<file path="src/rtl/wdgen_pkg.sv">
// Purpose: Constants and types for the watchdog enable gating block.
// Assumes: AXI4-Lite slave with 32-bit data, one register per word.
// Notes: Printed offsets 0x3 and 0x1F are not multiples of four, so each
//        offset is kept as an index and the byte address is four times it.
// Operation
// - After reset the watchdog stays disabled until software enables it.
// - The watchdog runs only when the mask permits and enable is set.
// - Option register bit 0 at zero is the mask that permits the watchdog.
// - With override bit 7 set, option bit 0 is cleared like RAM.
// - Writing 1 to control bit 2 with the mask met starts the watchdog.
// - The oscillator is divided by ten or two, per option, for the bus.
// - Register 3 bit 0 maps the wake select view, wrong until written.
package wdgen_pkg;
	localparam logic [15:0] IDX_WAKE_VIEW = 16'h0003;
	localparam logic [15:0] IDX_OVR_CTRL  = 16'h001C;
	localparam logic [15:0] IDX_WDG_CTRL  = 16'h001F;
	localparam logic [15:0] IDX_OPTION    = 16'h1F00;
	localparam logic [15:0] IDX_WAKE_SEL  = 16'h0004;
	localparam logic [15:0] IDX_WDG_STAT  = 16'h0005;
	localparam int BIT_VIEW     = 0;
	localparam int BIT_OVR      = 7;
	localparam int BIT_WDG_EN   = 2;
	localparam int BIT_MASK     = 0;
	localparam int BIT_DIVSEL   = 1;
	localparam logic [7:0] RST_OPTION = 8'h01;
	localparam logic [7:0] RST_ZERO   = 8'h00;
	localparam logic [3:0] DIV_TEN    = 4'hA;
	localparam logic [3:0] DIV_TWO    = 4'h2;
	localparam logic [1:0] RESP_OKAY  = 2'h0;
	localparam logic [1:0] RESP_SLVERR = 2'h2;
	typedef struct packed {
		logic       active;
		logic       mask_ok;
		logic [7:0] option;
	} wdgen_stat_t;
endpackage

</file>
<file path="src/rtl/wdgen_div.sv">
// Purpose: Divide the clock into a one-cycle bus tick by a chosen ratio.
// Assumes: Ratio is at least two.
// Notes: Ratio change takes effect at once; a count already at or past the new end wraps on the next edge.
`timescale 1ns/1ns
module wdgen_div (
	// Clock and reset
	input  wire logic       aclk,
	input  wire logic       aresetn,
	// Control
	input  wire logic [3:0] ratio,
	// Tick out
	output logic            tick
);
	logic [3:0] count;
	wire        wrap = (count >= ratio - 4'h1);

	// Counter wraps at ratio, emitting one tick per period
	always_ff @(posedge aclk) begin
		if (!aresetn) begin
			count <= 4'h0;
			tick  <= 1'b0;
		end else begin
			count <= wrap ? 4'h0 : count + 4'h1;
			tick  <= wrap;
		end
	end

	chk_tick_spacing: assert property (@(posedge aclk) disable iff (!aresetn)
		tick |=> !tick) else $error("tick lasted two cycles");
endmodule

</file>
<file path="src/rtl/wdgen_top.sv">
// Purpose: Watchdog enable gating, option override and bus clock divider.
// Assumes: Single clock aclk; AXI4-Lite slave; one write, one read at a time.
// Notes: Watchdog counting itself lives elsewhere; this block drives enable.
//        Option writes land only while the override bit is set.
//
// Register access over AXI4-Lite is this design's own decision.
`timescale 1ns/1ns
module wdgen_top (
	// Clock and reset
	input  wire logic        aclk,
	input  wire logic        aresetn,
	// AXI4-Lite write address
	input  wire logic [31:0] s_axi_awaddr,
	input  wire logic        s_axi_awvalid,
	output logic             s_axi_awready,
	// AXI4-Lite write data
	input  wire logic [31:0] s_axi_wdata,
	input  wire logic [3:0]  s_axi_wstrb,
	input  wire logic        s_axi_wvalid,
	output logic             s_axi_wready,
	// AXI4-Lite write response
	output logic [1:0]       s_axi_bresp,
	output logic             s_axi_bvalid,
	input  wire logic        s_axi_bready,
	// AXI4-Lite read address
	input  wire logic [31:0] s_axi_araddr,
	input  wire logic        s_axi_arvalid,
	output logic             s_axi_arready,
	// AXI4-Lite read data
	output logic [31:0]      s_axi_rdata,
	output logic [1:0]       s_axi_rresp,
	output logic             s_axi_rvalid,
	input  wire logic        s_axi_rready,
	// Block outputs
	output logic             watchdog_timer_en,
	output logic             bus_clk_tick,
	output logic             wake_view_en
);
	// Write address and data capture
	logic [31:0] aw_addr;
	logic        aw_held;
	logic [31:0] w_data;
	logic [3:0]  w_strb;
	logic        w_held;
	// Registers
	logic [7:0]  wake_view;
	logic [7:0]  ovr_ctrl;
	logic [7:0]  wdg_ctrl;
	logic [7:0]  option;
	logic [7:0]  wake_sel;
	logic        wake_sel_valid;
	logic        div_tick;
	wdgen_pkg::wdgen_stat_t stat;

	// Write address and data may arrive in either order
	wire aw_take = s_axi_awvalid && s_axi_awready;
	wire w_take  = s_axi_wvalid && s_axi_wready;
	wire do_wr   = aw_held && w_held && !s_axi_bvalid;
	wire [15:0] wr_idx = aw_addr[17:2];
	wire [15:0] rd_idx = s_axi_araddr[17:2];
	wire wr_lane = w_strb[0];

	// Write decode
	wire hit_view  = wr_idx == wdgen_pkg::IDX_WAKE_VIEW;
	wire hit_ovr   = wr_idx == wdgen_pkg::IDX_OVR_CTRL;
	wire hit_ctrl  = wr_idx == wdgen_pkg::IDX_WDG_CTRL;
	wire hit_opt   = wr_idx == wdgen_pkg::IDX_OPTION;
	wire hit_sel   = wr_idx == wdgen_pkg::IDX_WAKE_SEL;
	wire hit_stat  = wr_idx == wdgen_pkg::IDX_WDG_STAT;
	wire wr_mapped = hit_view || hit_ovr || hit_ctrl || hit_opt
		|| hit_sel || hit_stat;
	wire ovr_on    = ovr_ctrl[wdgen_pkg::BIT_OVR];
	// Under override the option byte is stored like RAM, so both the
	// mask bit and the divide select can be changed
	wire opt_wr    = do_wr && hit_opt && wr_lane && ovr_on;
	wire [7:0] next_option = w_data[7:0];
	// Only the enable bit of control is writable; others are kept
	wire ctrl_wr   = do_wr && hit_ctrl && wr_lane;

	// Mask satisfied when option bit 0 is zero
	wire mask_ok = !option[wdgen_pkg::BIT_MASK];
	// Run only when mask permits and enable bit set
	wire next_wdg_en = mask_ok && wdg_ctrl[wdgen_pkg::BIT_WDG_EN];

	assign stat.active  = watchdog_timer_en;
	assign stat.mask_ok = mask_ok;
	assign stat.option  = option;

	// Read decode; wake select reads all ones until written
	wire [7:0] sel_rd = wake_sel_valid ? wake_sel : 8'hFF;
	wire rd_view = rd_idx == wdgen_pkg::IDX_WAKE_VIEW;
	wire rd_ovr  = rd_idx == wdgen_pkg::IDX_OVR_CTRL;
	wire rd_ctrl = rd_idx == wdgen_pkg::IDX_WDG_CTRL;
	wire rd_opt  = rd_idx == wdgen_pkg::IDX_OPTION;
	wire rd_sel  = (rd_idx == wdgen_pkg::IDX_WAKE_SEL)
		&& wake_view[wdgen_pkg::BIT_VIEW];
	wire rd_stat = rd_idx == wdgen_pkg::IDX_WDG_STAT;
	wire [7:0] rd_byte = rd_view ? wake_view :
		rd_ovr  ? ovr_ctrl :
		rd_ctrl ? wdg_ctrl :
		rd_opt  ? stat.option :
		rd_sel  ? sel_rd :
		rd_stat ? {6'h00, stat.mask_ok, stat.active} : 8'h00;
	wire rd_ok = rd_view || rd_ovr || rd_ctrl || rd_opt || rd_sel || rd_stat;

	// Divide ratio from option bit 1: set selects ten, clear two
	wire [3:0] div_ratio = option[wdgen_pkg::BIT_DIVSEL] ?
		wdgen_pkg::DIV_TEN : wdgen_pkg::DIV_TWO;

	wdgen_div u_div (
		.aclk    (aclk),
		.aresetn (aresetn),
		.ratio   (div_ratio),
		.tick    (div_tick)
	);

	// Write channel handshake; accept each channel once per transaction
	always_ff @(posedge aclk) begin
		if (!aresetn) begin
			s_axi_awready <= 1'b1;
			s_axi_wready  <= 1'b1;
			aw_held       <= 1'b0;
			w_held        <= 1'b0;
			aw_addr       <= 32'h0000_0000;
			w_data        <= 32'h0000_0000;
			w_strb        <= 4'h0;
			s_axi_bvalid  <= 1'b0;
			s_axi_bresp   <= wdgen_pkg::RESP_OKAY;
		end else begin
			if (aw_take) begin
				aw_addr       <= s_axi_awaddr;
				aw_held       <= 1'b1;
				s_axi_awready <= 1'b0;
			end
			if (w_take) begin
				w_data       <= s_axi_wdata;
				w_strb       <= s_axi_wstrb;
				w_held       <= 1'b1;
				s_axi_wready <= 1'b0;
			end
			if (do_wr) begin
				s_axi_bvalid <= 1'b1;
				s_axi_bresp  <= wr_mapped ? wdgen_pkg::RESP_OKAY :
					wdgen_pkg::RESP_SLVERR;
				aw_held      <= 1'b0;
				w_held       <= 1'b0;
			end
			if (s_axi_bvalid && s_axi_bready) begin
				s_axi_bvalid  <= 1'b0;
				s_axi_awready <= 1'b1;
				s_axi_wready  <= 1'b1;
			end
		end
	end

	// Register file; control starts disabled on reset
	always_ff @(posedge aclk) begin
		if (!aresetn) begin
			wake_view      <= wdgen_pkg::RST_ZERO;
			ovr_ctrl       <= wdgen_pkg::RST_ZERO;
			wdg_ctrl       <= wdgen_pkg::RST_ZERO;
			option         <= wdgen_pkg::RST_OPTION;
			wake_sel_valid <= 1'b0;
		end else begin
			if (do_wr && hit_view && wr_lane)
				wake_view <= w_data[7:0];
			if (do_wr && hit_ovr && wr_lane)
				ovr_ctrl <= w_data[7:0];
			if (ctrl_wr)
				wdg_ctrl[wdgen_pkg::BIT_WDG_EN] <=
					w_data[wdgen_pkg::BIT_WDG_EN];
			if (opt_wr)
				option <= next_option;
			// Only the valid flag is reset, like the emulator outputs
			if (do_wr && hit_sel && wr_lane && wake_view[wdgen_pkg::BIT_VIEW])
				wake_sel_valid <= 1'b1;
		end
	end

	// Wake select storage is left without reset on purpose: only the
	// valid flag clears, so a fresh view reads ones until written
	always_ff @(posedge aclk) begin
		if (do_wr && hit_sel && wr_lane && wake_view[wdgen_pkg::BIT_VIEW])
			wake_sel <= w_data[7:0];
	end

	// Read channel: answer one cycle after address taken
	always_ff @(posedge aclk) begin
		if (!aresetn) begin
			s_axi_arready <= 1'b1;
			s_axi_rvalid  <= 1'b0;
			s_axi_rdata   <= 32'h0000_0000;
			s_axi_rresp   <= wdgen_pkg::RESP_OKAY;
		end else if (s_axi_arvalid && s_axi_arready) begin
			s_axi_arready <= 1'b0;
			s_axi_rvalid  <= 1'b1;
			s_axi_rdata   <= {24'h000000, rd_byte};
			s_axi_rresp   <= rd_ok ? wdgen_pkg::RESP_OKAY :
				wdgen_pkg::RESP_SLVERR;
		end else if (s_axi_rvalid && s_axi_rready) begin
			s_axi_rvalid  <= 1'b0;
			s_axi_arready <= 1'b1;
		end
	end

	// Registered block outputs
	always_ff @(posedge aclk) begin
		if (!aresetn) begin
			watchdog_timer_en <= 1'b0;
			bus_clk_tick      <= 1'b0;
			wake_view_en      <= 1'b0;
		end else begin
			watchdog_timer_en <= next_wdg_en;
			bus_clk_tick      <= div_tick;
			wake_view_en      <= wake_view[wdgen_pkg::BIT_VIEW];
		end
	end

	// Checks on the watchdog enable path
	chk_reset_disabled: assert property (@(posedge aclk)
		$rose(aresetn) |-> !watchdog_timer_en)
		else $error("watchdog enabled right after reset");

	chk_option_reset: assert property (@(posedge aclk)
		$rose(aresetn) |-> option == wdgen_pkg::RST_OPTION)
		else $error("option not at reset value after reset");

	chk_enable_needs_mask: assert property (@(posedge aclk)
		disable iff (!aresetn)
		watchdog_timer_en |-> $past(mask_ok))
		else $error("watchdog on without mask");

	chk_mask_polarity: assert property (@(posedge aclk)
		disable iff (!aresetn)
		option[wdgen_pkg::BIT_MASK] |=> !watchdog_timer_en)
		else $error("watchdog on while option bit 0 set");

	chk_override_write: assert property (@(posedge aclk)
		disable iff (!aresetn)
		(do_wr && hit_opt && wr_lane && ovr_on && !w_data[0])
		|=> !option[0])
		else $error("override write did not clear option bit");

	chk_enable_start: assert property (@(posedge aclk)
		disable iff (!aresetn)
		(ctrl_wr && w_data[2] && mask_ok && !opt_wr)
		|=> ##1 watchdog_timer_en)
		else $error("watchdog did not start");

	chk_ctrl_blocks: assert property (@(posedge aclk)
		disable iff (!aresetn)
		!wdg_ctrl[wdgen_pkg::BIT_WDG_EN] |=> !watchdog_timer_en)
		else $error("watchdog on without the enable bit");

	chk_ctrl_others: assert property (@(posedge aclk)
		disable iff (!aresetn)
		(wdg_ctrl & 8'hFB) == 8'h00)
		else $error("control bits other than enable changed");

	chk_option_locked: assert property (@(posedge aclk)
		disable iff (!aresetn)
		!ovr_on |=> $stable(option))
		else $error("option changed without override");

	// Checks on view, divider and bus answers
	chk_view_output: assert property (@(posedge aclk)
		disable iff (!aresetn)
		wake_view_en == $past(wake_view[wdgen_pkg::BIT_VIEW]))
		else $error("view output did not follow register");

	chk_sel_hidden: assert property (@(posedge aclk)
		disable iff (!aresetn)
		(do_wr && hit_sel && !wake_view[wdgen_pkg::BIT_VIEW])
		|=> $stable(wake_sel_valid))
		else $error("wake select written while out of view");

	// A ratio change right after a tick moves the next wrap, so the
	// second tick is only demanded when the ratio was still two
	chk_tick_ratio: assert property (@(posedge aclk)
		disable iff (!aresetn)
		(div_tick && div_ratio == 4'h2 && $stable(div_ratio))
		|=> !div_tick ##1 (div_tick || $past(div_ratio) != 4'h2))
		else $error("divide by two ratio wrong");

	chk_tick_output: assert property (@(posedge aclk)
		disable iff (!aresetn)
		bus_clk_tick == $past(div_tick))
		else $error("bus tick output out of step");

	chk_write_answer: assert property (@(posedge aclk)
		disable iff (!aresetn)
		(aw_take && w_take) |=> ##1 s_axi_bvalid)
		else $error("write response not on time");

	chk_read_answer: assert property (@(posedge aclk)
		disable iff (!aresetn)
		(s_axi_arvalid && s_axi_arready) |=> s_axi_rvalid)
		else $error("read data not on time");

	// Scenario covers
	cov_override: cover property (@(posedge aclk) opt_wr);
	cov_start: cover property (@(posedge aclk) $rose(watchdog_timer_en));
	cov_wake: cover property (@(posedge aclk) wake_sel_valid);
	cov_div_ten: cover property (@(posedge aclk)
		div_tick && div_ratio == wdgen_pkg::DIV_TEN);
	cov_mask_stop: cover property (@(posedge aclk)
		disable iff (!aresetn) $fell(watchdog_timer_en));
endmodule

</file>
<file path="config.mk">
export PLATFORM = sky130hd
export DESIGN_NAME = wdgen_top
export DESIGN_NICKNAME = d
export VERILOG_FILES = /design/src/rtl/wdgen_pkg.sv /design/src/rtl/wdgen_div.sv /design/src/rtl/wdgen_top.sv
export SDC_FILE = /design/constraint.sdc
export NUM_CORES = 1
export LEC_CHECK = 0
export ABC_AREA = 1
export BUFFER_PORTS_ARGS = -buffer_cell sky130_fd_sc_hd__buf_2
export CORE_AREA = 2 2 115 117
export CTS_CLUSTER_SIZE = 10
export DETAILED_ROUTE_END_ITERATION = 8
export DIE_AREA = 0 0 117 119
export PLACE_DENSITY = 0.63
export SYNTH_ARGS = -nofsm -noshare
export SYNTH_HDL_FRONTEND = slang
export SYNTH_SLANG_ARGS = --single-unit
</file>
<file path="constraint.sdc">
create_clock -name aclk -period 2.3 [get_ports aclk]
set_input_delay 0.23 -clock aclk [delete_from_list [all_inputs] [get_ports aclk]]
set_output_delay 0.23 -clock aclk [all_outputs]
set_load 0.05 [all_outputs]
</file>
Word-level counts from Yosys, hierarchy flattened

Index checks and enable logic that the tools add are counted.

Register bits: 88
Bits of input ports: 107
Output and inout port bits: 44

Add/sub/neg operators: 2
Order comparisons: 1
Equality and inequality tests: 12
Mux-type cells: 14
Bitwise operators: 1
Reductions and logical operators: 37

Operators by type and width:

| kind                                                   | count |
|---|---|
| equality test 16 x 3 -> 1 bit (second input constant)  | 4 |
| equality test 16 x 5 -> 1 bit (second input constant)  | 4 |
| 2-to-1 mux 8 bit                                       | 6 |
| equality test 16 x 13 -> 1 bit (second input constant) | 2 |
| equality test 16 x 2 -> 1 bit (second input constant)  | 2 |
| logical AND 1 bit                                      | 21 |
| logical OR 1 bit                                       | 10 |
| 2-to-1 mux 2 bit                                       | 3 |
| OR reduction 2 bit                                     | 3 |
| adder 4 x 1 -> 4 bit (second input constant)           | 1 |
| >= comparator 4 bit                                    | 1 |
| 2-to-1 mux 1 bit                                       | 4 |
| 2-to-1 mux 4 bit                                       | 1 |
| subtractor 4 x 1 -> 4 bit (second input constant)      | 1 |
| logical NOT 1 bit                                      | 2 |
| nonzero test 2 bit                                     | 1 |
| inverter 1 bit                                         | 1 |

Depth between registers and ports, before layout

Depth after elaboration: 7
Gate-level depth with buffers: 12
Gate-level depth less buffers: 12

Modules after synthesis

A second synthesis with hierarchy kept.

Cells, all modules: 526
Area, all modules: 4022.6 um^2

By module, submodules not included:

| module    | instances | cells each | area an instance (um^2) | sequential area each (um^2) |
|---|---|---|---|---|
| wdgen_top | 1         | 486        | 3698.5                  | 1661.6 |
| wdgen_div | 1         | 40         | 324.1                   | 100.1 |

Least setup slack after synthesis

No wires, ideal clock.

Path kind: register to register
Start point: reg aw_addr[17]
End point: reg wake_sel[0], enable pin
Setup time: 0.324 ns
Arrival time: 1.380 ns
Path slack: 0.596 ns
Stages on the path, launching flop included: 6
Buffers on the path: 0
Path through: dfxtp_1 > or2_1 > nor4_4 > nand3_1 > nand3b_1 > inv_1

Word-level cells in the longest chain between the ends: 4

RTL lines:

| element                        | line             | RTL |
|---|---|---|
| start, declared                | wdgen_top.sv:40  | `logic [31:0] aw_addr;` |
| start signal, assigned         | wdgen_top.sv:131 | `aw_addr <= s_axi_awaddr;` |
| equality test 16 x 3 -> 1 bit  | wdgen_top.sv:68  | `wire hit_sel = wr_idx == wdgen_pkg::IDX_WAKE_SEL;` |
| logical AND 1 bit (3 in a row) | wdgen_top.sv:183 | `if (do_wr && hit_sel && wr_lane && wake_view[wdgen_pkg::BIT_VIEW])` |
| end signal, assigned           | wdgen_top.sv:184 | `wake_sel <= w_data[7:0];` |
| end, declared                  | wdgen_top.sv:50  | `logic [7:0] wake_sel;` |

No other way between the ends.
A chain may end at the register's enable or synchronous reset.

Worst setup path after layout

Start point: reg aw_addr[7]
End point: reg wake_sel[6], enable pin

The elaborated chain is that of the path after synthesis.

==> reports/metrics.yaml <==
run_status:
  status: "finished clean"
sta:
  slew_violations: 0
  hold_ws_ps: 132.6
  fmax_ghz: 0.5171
  period_share_pct: 84.09
  hold_viol: 0
  worst_pin_slew_ps: 619.5
  finalWorstSetupSlack_ps: 366.0
  fin_skew_ps: 7.679
  rsz0062_at_grt: "no"
  setup_viol: 0
  slew_headroom_pct: 58.60
  tns_ps: 0
  finalCriticalPeriod_ps: 1934
final_layout:
  area_growth_pct: 19.05
  nets: 671
  utilization_pct: 34.68
  fin_area_sq_um: 4466
  diodes: 0
  drive_gt1_share_pct: 16.46
  n_fill_cell: 1358
global_route:
  grt_pass1_vias: 3126
  grt_pass1_wl_mm: 13.78
  grt_overflow: 0
  antenna_found_initial: 0
  track_usage_pct: 12.48
  grt_max_degree: 29
clock_tree:
  root_buffer: "clkbuf_16"
  clock_latency_ps: 350
  cts.htree.levels: 3
  cts_resized: 0
  cts_setup_buffers: 0
  hold_buffers: 0
  numClockSinks: 84
  cts_buffers: 9
  cts_tree: "built"
  path_clk_slew_ps: 60
  cts_buffer_depth: 2
floorplan:
  rows: 42
  io_pins: 151
  core_area_sq_um: 12870
  die_w_microns: 117
  initial_utilization_pct: 29.14
  die_area_sq_um: 13920
  dieHeight_microns: 119
power:
  ir_worst_vdd_mv: 0.5897
  combPwrFrac_pct: 13.3
  powerDensity_nw_per_um2: 802.8
  p_int_mw: 2.548
  p_clk_share_pct: 41.6
  p_leak_nw: 1.947
  p_switching_mw: 1.037
  sw_frac_of_total_pct: 28.92
  seq_power_share_pct: 45.1
drt:
  drt_iter0_markers: 144
  routed_wl_mm: 8.302
  dr.pass1.iters: 5
  via_count: 3268
  viasPerCell: 4.410
  drc: 0
  wl_per_cell_microns: 11.20
  drtAntennaViolNets: 0
critical_path:
  worstPathRequired_ps: 2320
  critical_path.most_common_cell: "nor3_1"
  arrival_ps: 1950
  endpoint_kind: "register"
  crit_path_top_delay_cell: "dfxtp_1"
  cp_cell_sequence: "nor3_1 > nand2_1 > nor3_1 > nand3_1 > nand3b_1 > inv_1"
  r2r_cells: 6
  path_class: "register to register"
  cp-start-kind: "register"
  startpoint: "aw_addr[7]$_SDFFE_PN0P_"
  reg2reg_from: "aw_addr[7]$_SDFFE_PN0P_"
  path_max_fanout: 8
  rr_endpoint: "wake_sel[6]$_DFFE_PP_"
  r2r_slack_ps: 370
  slowest_delay_ps: 310
run:
  max_cap_violations: 0
hold_path:
  min_path_type: "input port to register"
  whs_endpoint: "aw_addr[8]$_SDFFE_PN0P_"
  hp-start: "s_axi_awaddr[8]"
  holdPathStages: 3
synthesis:
  avgSynthCellArea_sq_um: 7.547
  synth_area_sq_um: 3751
  yosysSeqAreaShare_pct: 46.96
  synth_warnings: 0
  synth.distinct_cells: 36
  ys_ff_latch: 84
  synth_cells: 497
placed_design:
  place_ws_ps: 341.2
  placed_cell_area_sq_um: 4160
  hpwl_mm: 6.265
  portBuffers: 65
  gp_congestion: 0.8132
[flip-flops by register name, summed over array words and instances, names as in the netlist, 4 cells and up]
name and cells:
aw_addr 16, option 8, ovr_ctrl 8, s_axi_rdata 8, w_data 8, wake_sel 8, wake_view 8, u_div.count 4
[per-layer routing]
metal	global-route usage, %	vias to the layer above	part of all wire (%)
met2	20.23	103	45
met1	15.38	1449	48
li1	-	1707	-
met3	3.919	9	5.5
met5	0	-	0
met4	4.706	0	1.3
[final cells by class]
type | count | area [sq um] | share of cell area, %
Clock buffer | 9 | 225.2 | 5.043
Sequential cell | 84 | 1762 | 39.45
Timing Repair Buffer | 71 | 370.4 | 8.294
Inverter | 54 | 202.7 | 4.539
Multi-Input combinational cell | 340 | 1605 | 35.95
Clock inverter | 7 | 80.08 | 1.793
Tap cell | 176 | 220.2 | 4.931
[critical path, delay by kind of cell (launching register included)]
family / cells / cell delay, ps
AND/OR/NAND/NOR: 5 / 1020
buffers and inverters: 1 / 280
flip-flops: 1 / 310
[placed cells by master (no fill, tap or decap), types with 2 or more instances in the layout]
cell type,n
clkbuf_16,9
conb_1,26
buf_2,65
o21ai_0,58
o21ai_1,4
nand3b_1,2
edfxtp_1,8
nor3_1,9
nand3_1,24
buf_4,6
nand2_1,75
dfxtp_1,76
ha_1,4
inv_1,52
inv_6,4
nand4_1,12
a21oi_1,51
nor2_1,61
clkinvlp_4,2
[cell usage after synthesis, drive strengths merged]
cell type / n / area [sq um]
o31ai: 1 / 7.510
o21ai: 62 / 310.3
nor3: 10 / 55.05
nor4: 2 / 27.53
nand2: 75 / 281.5
inv: 53 / 198.9
dfxtp: 76 / 1521
nand3: 25 / 130.1
nand4: 12 / 75.07
xnor2: 1 / 8.760
and2: 1 / 6.260
or2: 2 / 12.52
clkbuf: 13 / 50.04
conb: 1 / 3.750
clkinv: 1 / 3.750
a21oi: 51 / 255.2
ha: 4 / 50.05
xor2: 1 / 8.760
nor2: 62 / 240.2
o21a: 1 / 7.510
buf: 31 / 225.2
o211ai: 1 / 7.510
o2111ai: 1 / 8.760
edfxtp: 8 / 240.2
nand3b: 2 / 15.01
[cell families after synthesis]
logic type / count (synthesis) / share of synthesized area [%]
AO/OA/AOI/OAI: 117 / 15.91
XOR/XNOR: 2 / 0.4671
adder cells (fa/ha/maj): 4 / 1.334
buffers and inverters: 98 / 12.74
flip-flops: 84 / 46.96
other: 1 / 0.09997
AND/OR/NAND/NOR: 191 / 22.48
[worst max path at each step]
stage / endpoint / slack [ps] / cells past startpoint
floorplan: wake_sel[0]$_DFFE_PP_ / 600 / 5
global placement: wake_sel[5]$_DFFE_PP_ / 400 / 6
detailed placement: wake_sel[4]$_DFFE_PP_ / 340 / 6
CTS: wake_sel[6]$_DFFE_PP_ / 340 / 6
global route: wake_sel[0]$_DFFE_PP_ / 170 / 6
finish: wake_sel[6]$_DFFE_PP_ / 370 / 6
[power groups by stage]
stage	Clock, mW	Sequential, mW	Combinational (mW)
after global placement	0	1.64	0.468
final	1.49	1.62	0.477
after CTS	1.52	1.62	0.482
after floorplan	0	1.68	0.350
after global routing	1.57	1.63	0.535
after detailed placement	0	1.65	0.481
[through the flow]
step | instances | total power, mW
after floorplan | 522 | 2.033
after global placement | 725 | 2.111
after detailed placement | 725 | 2.130
after CTS | 741 | 3.616
after global routing | 741 | 3.731
final | 741 | 3.585
(Power assumes the default switching activity.)
